## config.mk

```make
export PLATFORM = sky130hd
export DESIGN_NAME = flash_host
export DESIGN_NICKNAME = d
export VERILOG_FILES = /design/src/verilog/flash_host_pkg.sv /design/src/verilog/flash_host.sv
export SDC_FILE = /design/constraint.sdc
export NUM_CORES = 1
export LEC_CHECK = 0
export ABC_AREA = 1
export BUFFER_PORTS_ARGS = -buffer_cell sky130_fd_sc_hd__buf_4
export CAP_MARGIN = 20
export CORE_ASPECT_RATIO = 0.7
export CORE_UTILIZATION = 50
export DETAILED_ROUTE_END_ITERATION = 12
export GPL_ROUTABILITY_DRIVEN = 0
export PLACE_DENSITY = 0.79
export RECOVER_POWER = 50
export SETUP_SLACK_MARGIN = 0.05
export SLEW_MARGIN = 20
export SYNTH_ARGS = -nofsm -noshare
export SYNTH_HDL_FRONTEND = slang
export SYNTH_SLANG_ARGS = --single-unit
export TNS_END_PERCENT = 30
```

## constraint.sdc

```tcl
create_clock -name core_clk -period 1.9 [get_ports core_clk]
set_clock_uncertainty 0.1 [all_clocks]
set_input_delay 0.475 -clock core_clk [delete_from_list [all_inputs] [get_ports core_clk]]
set_output_delay 0.475 -clock core_clk [all_outputs]
set_load 0.01 [all_outputs]
```

## src/verilog/flash_host_pkg.sv

```systemverilog
// Notes on behaviour
// Array holds 11 sectors; each is the erase and protect unit.
// Four boot sectors of 8 to 32 KB, seven of 64 KB.
// Top-boot map: 64 KB regions, then 32, 8, 8, 16 KB at top.
// Bottom-boot map: 16, 8, 8, 32 KB at bottom, then 64 KB regions.
// Byte mode uses top data pin as address LSB; word mode 18 bits.
// Command latches sit outside the memory map.
// Read: chip select and output enable low, write strobe high, reset off.
// Byte mode leaves data lines 14..8 floating in read and write.
// After reset the device reads array without any command.
// Busy or suspended-sector reads return status, not array data.
// Device returns to read-array by itself when an algorithm ends.
// Host resets to leave timeout or identification states.
// Write: chip select and write strobe low, output enable high.
// Address is captured on the later falling strobe edge.
// Data is captured on the earlier rising strobe edge.
// Output enable high floats the whole data bus.
// Standby floats data regardless of output enable.
// Elevated address bit 9 reads maker code at 00, part code at 01.
// Elevated address bit 9 at low address 02 reads sector protect state.
// Protect, unprotect and temporary unprotect need elevated pin levels.
// Each elevated level is a separate digital detect signal.
package flash_host_pkg;
   localparam int          ADDR_W        = 18;
   localparam int          DATA_W        = 16;
   localparam int          NUM_SECTORS   = 11;
   // Strobe phase lengths in cycles of the 8 ns clock
   localparam int          T_SETUP_NS    = 20;
   localparam int          T_PULSE_NS    = 60;
   localparam int          T_HOLD_NS     = 20;
   localparam int          CLK_NS        = 8;
   localparam logic [3:0]  SETUP_CYC     = 4'((T_SETUP_NS + CLK_NS - 1) / CLK_NS);
   localparam logic [3:0]  PULSE_CYC     = 4'((T_PULSE_NS + CLK_NS - 1) / CLK_NS);
   localparam logic [3:0]  HOLD_CYC      = 4'((T_HOLD_NS + CLK_NS - 1) / CLK_NS);
   // Identification low addresses
   localparam logic [7:0]  ID_MAKER_ADDR = 8'h00;
   localparam logic [7:0]  ID_PART_ADDR  = 8'h01;
   localparam logic [7:0]  ID_PROT_ADDR  = 8'h02;
   localparam logic [7:0]  PROT_YES      = 8'h01;
   // Operation codes of the host command port
   localparam logic [2:0]  OP_READ       = 3'h0;
   localparam logic [2:0]  OP_WRITE      = 3'h1;
   localparam logic [2:0]  OP_ID_READ    = 3'h2;
   localparam logic [2:0]  OP_PROTECT    = 3'h3;
   localparam logic [2:0]  OP_UNPROTECT  = 3'h4;
   localparam logic [2:0]  OP_RESET      = 3'h5;

   typedef enum logic [4:0] {
      ST_IDLE  = 5'h01,
      ST_SETUP = 5'h02,
      ST_PULSE = 5'h04,
      ST_HOLD  = 5'h08,
      ST_DONE  = 5'h10
   } phase_type;

   // Sector index from word address for either boot variant
   function automatic logic [3:0] sector_of(input logic [17:0] a, input logic top_boot);
      logic [3:0] s;
      s = 4'h0;
      if (top_boot) begin
         if (a[17:15] != 3'h7)
            s = {1'b0, a[17:15]};
         else if (!a[14])
            s = 4'h7;
         else if (a[13])
            s = 4'ha;
         else
            s = a[12] ? 4'h9 : 4'h8;
      end else begin
         if (a[17:15] != 3'h0)
            s = 4'(a[17:15]) + 4'h3;
         else if (a[14])
            s = 4'h3;
         else if (!a[13])
            s = 4'h0;
         else
            s = a[12] ? 4'h2 : 4'h1;
      end
      return s;
   endfunction
endpackage

```

## src/verilog/flash_host.sv

```systemverilog
`timescale 1ns/10ps
module flash_host #(
   parameter bit TOP_BOOT = 1'b1
) (
   // Clock and reset
   input  wire logic        core_clk,
   input  wire logic        rst_b,
   // Command port
   input  wire logic        req_valid,
   input  wire logic [2:0]  req_op,
   input  wire logic [18:0] req_addr,
   input  wire logic [15:0] req_wdata,
   input  wire logic        req_byte_mode,
   output logic             req_ready,
   output logic             rsp_valid,
   output logic [15:0]      rsp_rdata,
   output logic [3:0]       rsp_sector,
   output logic             rsp_protected,
   // Flash pins
   output logic [17:0]      addr_pin,
   output logic             chip_sel_b,
   output logic             out_en_b,
   output logic             wr_en_b,
   output logic             reset_b,
   output logic             byte_b,
   output logic [15:0]      dq_out,
   output logic [15:0]      dq_oe,
   input  wire logic [15:0] dq_in,
   // Elevated-level drives
   output logic             a9_elevated,
   output logic             chip_sel_elevated,
   output logic             out_en_elevated,
   output logic             reset_elevated
);
   flash_host_pkg::phase_type phase_r;
   logic [3:0]  cnt_r;
   logic [2:0]  op_r;
   logic        bm_r;
   logic        addr_lsb_r;
   logic [15:0] req_wdata_r;

   // Phase sequencer for one strobe cycle
   always_ff @(posedge core_clk or negedge rst_b) begin
      if (!rst_b) begin
         phase_r <= flash_host_pkg::ST_IDLE;
         cnt_r   <= 4'h0;
      end else begin
         case (phase_r)
            flash_host_pkg::ST_IDLE: begin
               if (req_valid) begin
                  phase_r <= flash_host_pkg::ST_SETUP;
                  cnt_r   <= flash_host_pkg::SETUP_CYC;
               end
            end
            flash_host_pkg::ST_SETUP: begin
               cnt_r <= cnt_r - 4'h1;
               if (cnt_r == 4'h1) begin
                  phase_r <= flash_host_pkg::ST_PULSE;
                  cnt_r   <= flash_host_pkg::PULSE_CYC;
               end
            end
            flash_host_pkg::ST_PULSE: begin
               cnt_r <= cnt_r - 4'h1;
               if (cnt_r == 4'h1) begin
                  phase_r <= flash_host_pkg::ST_HOLD;
                  cnt_r   <= flash_host_pkg::HOLD_CYC;
               end
            end
            flash_host_pkg::ST_HOLD: begin
               cnt_r <= cnt_r - 4'h1;
               if (cnt_r == 4'h1)
                  phase_r <= flash_host_pkg::ST_DONE;
            end
            default: begin
               phase_r <= flash_host_pkg::ST_IDLE;
               cnt_r   <= 4'h0;
            end
         endcase
      end
   end

   // Request capture; address and mode held steady for the whole cycle
   always_ff @(posedge core_clk or negedge rst_b) begin
      if (!rst_b) begin
         op_r     <= flash_host_pkg::OP_READ;
         bm_r     <= 1'b0;
         addr_pin <= 18'h0;
         byte_b   <= 1'b1;
      end else if (phase_r == flash_host_pkg::ST_IDLE && req_valid) begin
         op_r     <= req_op;
         bm_r     <= req_byte_mode;
         addr_pin <= req_addr[18:1];
         byte_b   <= !req_byte_mode;
      end
   end

   // Strobes: chip select spans setup to hold except for a reset request, active strobe only in pulse
   // so the device sees address stable before and data stable after
   always_ff @(posedge core_clk or negedge rst_b) begin
      if (!rst_b) begin
         chip_sel_b <= 1'b1;
         out_en_b   <= 1'b1;
         wr_en_b    <= 1'b1;
         reset_b    <= 1'b0;
      end else begin
         reset_b    <= !(phase_r != flash_host_pkg::ST_IDLE && phase_r != flash_host_pkg::ST_DONE
                         && op_r == flash_host_pkg::OP_RESET);
         chip_sel_b <= !(phase_r == flash_host_pkg::ST_SETUP || phase_r == flash_host_pkg::ST_PULSE
                         || phase_r == flash_host_pkg::ST_HOLD) || op_r == flash_host_pkg::OP_RESET;
         out_en_b   <= !(phase_r == flash_host_pkg::ST_PULSE
                         && (op_r == flash_host_pkg::OP_READ || op_r == flash_host_pkg::OP_ID_READ));
         wr_en_b    <= !(phase_r == flash_host_pkg::ST_PULSE && op_r == flash_host_pkg::OP_WRITE);
      end
   end

   // Data drive: low byte, plus address LSB on the top pin in byte mode
   always_ff @(posedge core_clk or negedge rst_b) begin
      if (!rst_b) begin
         dq_out <= 16'h0;
         dq_oe  <= 16'h0;
      end else if (phase_r == flash_host_pkg::ST_SETUP && cnt_r == flash_host_pkg::SETUP_CYC) begin
         dq_out <= bm_r ? {addr_lsb_r, 7'h0, req_wdata_r[7:0]} : req_wdata_r;
         if (op_r == flash_host_pkg::OP_WRITE)
            dq_oe <= bm_r ? 16'h80ff : 16'hffff;
         else
            dq_oe <= bm_r ? 16'h8000 : 16'h0000;   // Reads leave lines 14..0 to the device, all lines in word mode
      end else if (phase_r == flash_host_pkg::ST_DONE || phase_r == flash_host_pkg::ST_IDLE) begin
         dq_oe <= 16'h0;
      end
   end

   // Byte address LSB and write data, latched when a request is taken
   always_ff @(posedge core_clk or negedge rst_b) begin
      if (!rst_b) begin
         addr_lsb_r  <= 1'b0;
         req_wdata_r <= 16'h0;
      end else if (phase_r == flash_host_pkg::ST_IDLE && req_valid) begin
         addr_lsb_r  <= req_addr[0];
         req_wdata_r <= req_wdata;
      end
   end

   // Elevated-level drives for identification and protect operations
   always_ff @(posedge core_clk or negedge rst_b) begin
      if (!rst_b) begin
         a9_elevated       <= 1'b0;
         chip_sel_elevated <= 1'b0;
         out_en_elevated   <= 1'b0;
         reset_elevated    <= 1'b0;
      end else begin
         a9_elevated       <= phase_r != flash_host_pkg::ST_IDLE && phase_r != flash_host_pkg::ST_DONE
                              && (op_r == flash_host_pkg::OP_ID_READ || op_r == flash_host_pkg::OP_PROTECT
                              || op_r == flash_host_pkg::OP_UNPROTECT);
         out_en_elevated   <= phase_r == flash_host_pkg::ST_PULSE
                              && (op_r == flash_host_pkg::OP_PROTECT || op_r == flash_host_pkg::OP_UNPROTECT);
         chip_sel_elevated <= phase_r == flash_host_pkg::ST_PULSE && op_r == flash_host_pkg::OP_UNPROTECT;
         reset_elevated    <= 1'b0;   // Temporary unprotect not driven by this port
      end
   end

   // Answer: sample the bus at the last pulse cycle, report sector decode
   always_ff @(posedge core_clk or negedge rst_b) begin
      if (!rst_b) begin
         rsp_valid     <= 1'b0;
         rsp_rdata     <= 16'h0;
         rsp_sector    <= 4'h0;
         rsp_protected <= 1'b0;
         req_ready     <= 1'b0;
      end else begin
         rsp_valid  <= phase_r == flash_host_pkg::ST_HOLD && cnt_r == 4'h1;
         req_ready  <= phase_r == flash_host_pkg::ST_IDLE && !req_valid;
         rsp_sector <= flash_host_pkg::sector_of(addr_pin, TOP_BOOT);
         if (phase_r == flash_host_pkg::ST_PULSE && cnt_r == 4'h1) begin
            rsp_rdata     <= bm_r ? {8'h0, dq_in[7:0]} : dq_in;
            rsp_protected <= op_r == flash_host_pkg::OP_ID_READ && addr_pin[7:0] == flash_host_pkg::ID_PROT_ADDR
                             && dq_in[7:0] == flash_host_pkg::PROT_YES;
         end
      end
   end
endmodule

```

== Word-level counts from Yosys, hierarchy flattened ==
Index checks and enable logic that the tools add are counted.
W data, S select, Z words.
Operators by class
  order comparisons: 0
  bitwise operators: 0
  multipliers: 0
  divide/modulo/power cells: 0
  muxes and demuxes: 20
  reductions and logical operators: 31
  add/sub/neg operators: 1
  shift-type cells: 0
  equal/unequal tests: 21
Operators with widths (number)
  $mux W16: 6
  $mux W4: 5
  $mux W5: 4
  $pmux W5 S4: 1
  $pmux W4 S4: 1
  $mux W15: 1
  $logic_and A1 B1 Y1: 14
  $eq A8 B1 Y1 const B: 1
  $eq A8 B2 Y1 const B: 1
  $logic_or A1 B1 Y1: 8
  $eq A3 B2 Y1 const B: 2
  $eq A3 B3 Y1 const B: 2
  $logic_not A1 Y1: 6
  $eq A5 B1 Y1 const B: 1
  $eq A5 B2 Y1 const B: 1
  $eq A5 B3 Y1 const B: 1
  $eq A5 B4 Y1 const B: 1
  $eq A5 B5 Y1 const B: 1
  $ne A5 B1 Y1 const B: 1
  $ne A5 B5 Y1 const B: 1
  $eq A4 B1 Y1 const B: 1
  $eq A4 B2 Y1 const B: 1
  $ne A2 B1 Y1 const B: 2
  $ne A2 B2 Y1 const B: 2
  other kinds (8): 8
Word-level totals
  bits in latches: 0
  memories: 0
  output and inout bits: 82
  ROM bits: 0
  word-level logic and storage cells: 95
  register bits: 111
  RAM bits: 0

== Depth between registers and ports, before layout ==
  depth in word-level cells: 5
  depth in mapped cells: 10
  mapped depth without buffers: 10

== Least setup slack after synthesis ==
OpenSTA, ideal clock, no wires.
  kind: reg2reg
  from: reg cnt_r[0]
  to: reg dq_oe[14]
  cell stages (with the launch flop): 7
  setup time: 0.128 ns
  path buffers: 1
  arrival time: 1.256 ns
  path slack: 0.416 ns
  period minus slack after synthesis: 1.484 ns
  cell sequence: dfrtp_1 -> ha_1 -> nor3b_2 -> nand2_1 -> buf_2 -> nand3_1 -> o21ai_0
On the way
  cells in the longest elaborated chain, start to end: 3
  elaborated cells on any way between the ends: 4
  those cells by class: eq/ne (1); mux (1); reduce/logical (2)
Ends and longest elaborated chain
  start: declaration: RTL line flash_host.sv:36  | logic [3:0] cnt_r;
  start signal: assignment: RTL line flash_host.sv:52  | cnt_r <= flash_host_pkg::SETUP_CYC;
  start signal: assignment: RTL line flash_host.sv:56  | cnt_r <= cnt_r - 4'h1;
  start signal: assignment: RTL line flash_host.sv:59  | cnt_r <= flash_host_pkg::PULSE_CYC;
  $eq A4 B2 Y1 (*): RTL line flash_host.sv:121  | end else if (phase_r == flash_host_pkg::ST_SETUP && cnt_r == flash_host_pkg::SETUP_CYC) begin
  $logic_and A1 B1 Y1 (*): RTL line flash_host.sv:121
  $mux W16 / $reduce_bool A2 Y1 (equally long branches)
  end signal: assignment: RTL line flash_host.sv:124  | dq_oe <= bm_r ? 16'h80ff : 16'hffff;
  end signal: assignment: RTL line flash_host.sv:126  | dq_oe <= bm_r ? 16'h8000 : 16'h0000;
  end: declaration: RTL line flash_host.sv:27  | output logic [15:0] dq_oe,
Every way passes the cells marked *; elsewhere a longest branch is shown, timed or not.
A chain may end at the register's enable or synchronous reset.

== Final worst setup path ==
  from: reg phase_r[0]
  to: reg req_wdata_r[15]
On the way
  cells in the longest elaborated chain, start to end: 2
Ends and longest elaborated chain
  start: declaration: RTL line flash_host.sv:35  | flash_host_pkg::phase_type phase_r;
  start signal: assignment: RTL line flash_host.sv:45  | phase_r <= flash_host_pkg::ST_IDLE;
  start signal: assignment: RTL line flash_host.sv:51  | phase_r <= flash_host_pkg::ST_SETUP;
  start signal: assignment: RTL line flash_host.sv:58  | phase_r <= flash_host_pkg::ST_PULSE;
  $eq A5 B1 Y1: RTL line flash_host.sv:137  | end else if (phase_r == flash_host_pkg::ST_IDLE && req_valid) begin
  $logic_and A1 B1 Y1: RTL line flash_host.sv:137
  end signal: assignment: RTL line flash_host.sv:139  | req_wdata_r <= req_wdata;
  end: declaration: RTL line flash_host.sv:40  | logic [15:0] req_wdata_r;
Every way passes these cells.

==> results.cfg <==
[clock_network]
cts_sinks = 98
clkSlewWorstSetupHoldPaths_ns = 0.07
cts.root.buffer_cell = clkbuf_16
cts_tree = yes
cts_made_buffers = 9
cts.path.max_buffers = 2
ctsHtreeMaxLevel = 3
insertion_delay_ns = 0.34

[power]
internal_power_mw = 5.26
p_comb_share_pct = 38.6
leakage_nw = 2.94
switching_share_pct = 38.5
ir_worst_vdd_uv = 875
power_density_nw_per_um2 = 1550
totalPowerFinal_mw = 8.54
seq_power_share_pct = 40.5
power_switching_mw = 3.29
clock_power_share_pct = 20.9

[job]
max_cap_violations = 0

[floorplan]
fp.dieH_microns = 79.3
die_area_sq_um = 8910
ios = 140
start_util_pct = 52.8
die_x_microns = 112
core_area_sq_um = 8070
rows = 27

[yosys]
synthFlopType = dfrtp_1
yosys_warnings = 0
syn_area_sq_um = 4270
async_reset_ff_share_pct = 100
synth-seq-area-share_pct = 57.6
syn_nets = 541
syn_area_per_cell_sq_um = 8.89
synth_edf_count = 0
synth_seq_cells = 98
ys_types = 30
syn_inst = 480

[sta]
max_freq_ghz = 0.559
fin_crit_sh_pct = 94.2
finalWorstSetupSlack_ns = 0.111
finalHoldViolations = 0
setup_viol = 0
rsz0062_at_grt = yes
tns_ns = 0
slew_headroom_pct = 43.5
worstMarginPinSlew_ns = 0.847
slew_viol_final = 0
fin_crit_ns = 1.79

[worst_setup_path]
timing.rr.start = phase_r[0]
cp_max_fo = 11
r2r_end = req_wdata_r[15]
crit_type = reg -> reg
start_kind = flip-flop
r2r_setup_slack_ns = 0.11
required_ns = 2.03
cp-end-kind = flip-flop
rr_worst_depth = 7
arrival_ns = 1.91

[route]
routed_wl_microns = 9950
vias = 3554
dr.pass1.iters = 5
drt_iter0_drc = 170
wl_per_cell_microns = 13.9
drc = 0
drtAntennaViolNets = 0
viasPerCell = 4.96

[cells_and_area]
syn2layout_area_growth_pct = 29.3
fin_nets = 672
n_antenna_cell = 0
layout-drive-gt1-share_pct = 26.0
fin_util_pct = 68.3

[placed_design]
place_ws_ns = 0.127
hpwl_microns = 7180
port_buffers = 138

[grt]
grt_pass1_vias = 3370
antenna_found_initial = 0
grt_pass1_wl_microns = 16200
overflow = 0
grt_max_degree = 58
track_usage_pct = 23.7

[hold_path]
hold_path_class = in -> reg
hold_start = req_addr[2]
holdPathStages = 3
whs_endpoint = addr_pin[1]

[outcome]
status = complete, no violations
-- timing repair --
action	CTS	global route
gates resized for setup	0	2
endpoints found under the setup margin	0	22
hold endpoints to repair	14	0
hold buffers	1	0
buffers inserted	0	1
-- cells in the mapped netlist, types with 2 or more instances --
cell type	number	area, sq um
buf_6	6	67.6
buf_2	6	30.0
nand2_1	183	687
inv_1	41	154
o21ai_2	5	43.8
dfstp_2	5	131
buf_4	16	120
nor2_1	21	78.8
dfrtp_1	93	2330
a21oi_1	3	15.0
nor2_8	2	40.0
nand3_1	30	150
nand4_1	8	50.1
nor2_4	3	33.8
ha_1	3	37.5
inv_2	3	11.3
nand2_2	4	25.0
o21ai_0	30	150
o21ai_1	4	20.0
nor3_1	4	20.0
-- worst max-delay path: stages (launching register included) --
cell and delay [ns]:
dfstp_2 0.57, inv_1 0.09, nor2_4 0.11, nand2_2 0.09
nor2_4 0.21, clkinvlp_4 0.30, nand2_1 0.14, nand2_1 0.06
-- power by group through the flow --
stage | logic, mW | clock network (mW) | registers, mW
after floorplan | 1.80 | 0 | 3.64
after global placement | 3.28 | 0 | 3.45
after detailed placement | 3.42 | 0 | 3.47
after CTS | 3.42 | 1.83 | 3.46
after global routing | 3.71 | 1.93 | 3.55
final | 3.30 | 1.79 | 3.46
-- cell type report --
cell class	instances	area, sq um
repair buffers	149	1050
clock inverters	7	70.1
inverters	45	175
fillers	669	2560
well taps	101	126
multi-input cells	307	1410
repair inverters	1	7.51
flip-flops and latches	98	2460
clock buffers	9	225
-- metal layers --
layer	GRT usage [%]	vias up	wire, microns
met1	31.2	1661	4440
met5	0	-	0
met2	36.6	137	4610
met3	8.40	6	813
li1	-	1750	-
met4	8.13	0	82
-- flip-flops by register name, indices dropped and copies added, names as in the netlist, 3 cells and up --
name         flops
rsp_rdata       16
rsp_sector       4
cnt_r            4
dq_out          16
addr_pin        18
dq_oe            3
phase_r          5
req_wdata_r     16
op_r             3
-- layout by cell type, fill, tap and decap left out, types with 2 or more instances in the layout --
cell type,instances
inv_2,2
nor2_1,21
o21ai_1,4
nor2_8,2
nor3_1,4
dfstp_2,5
clkinvlp_4,3
buf_12,2
o21ai_2,5
nor2_4,3
clkinv_2,3
ha_1,3
clkbuf_1,28
buf_4,114
inv_1,41
o21ai_0,30
nand2_1,184
a21oi_1,3
clkinv_4,2
nand4_1,8
dfrtp_1,93
buf_6,2
nand3_1,30
clkbuf_16,9
nand2_2,3
-- worst max-delay path by stage --
stage                     startpoint         endpoint  slack [ns]  cells after the start
after floorplan             cnt_r[0]        dq_oe[14]        0.42                      6
after global placement    phase_r[0]   req_wdata_r[4]        0.21                      7
after detailed placement  phase_r[0]      addr_pin[8]        0.13                      7
after CTS                 phase_r[0]   req_wdata_r[9]        0.12                      7
after global routing      phase_r[3]  req_wdata_r[15]       -0.05                      8
final                     phase_r[0]  req_wdata_r[15]        0.11                      7
-- cell families after synthesis --
logic type      share of synthesized area, %
simple gates                            25.7
flops                                   57.6
buf+inv                                 9.33
compound gates                          5.92
fa+ha+maj                              0.880
other cells                           0.0879
xor+xnor                               0.205
mux                                    0.235
-- per-stage QoR --
stage	hold slack, ns	area (sq um)	instances
after floorplan	0.0794	4270	480
after global placement	0.356	5310	698
after detailed placement	0.360	5310	698
after CTS	0.221	5610	715
after global routing	0.227	5520	717
final	0.230	5520	717
Note: power is estimated with default switching activity, not from simulation.
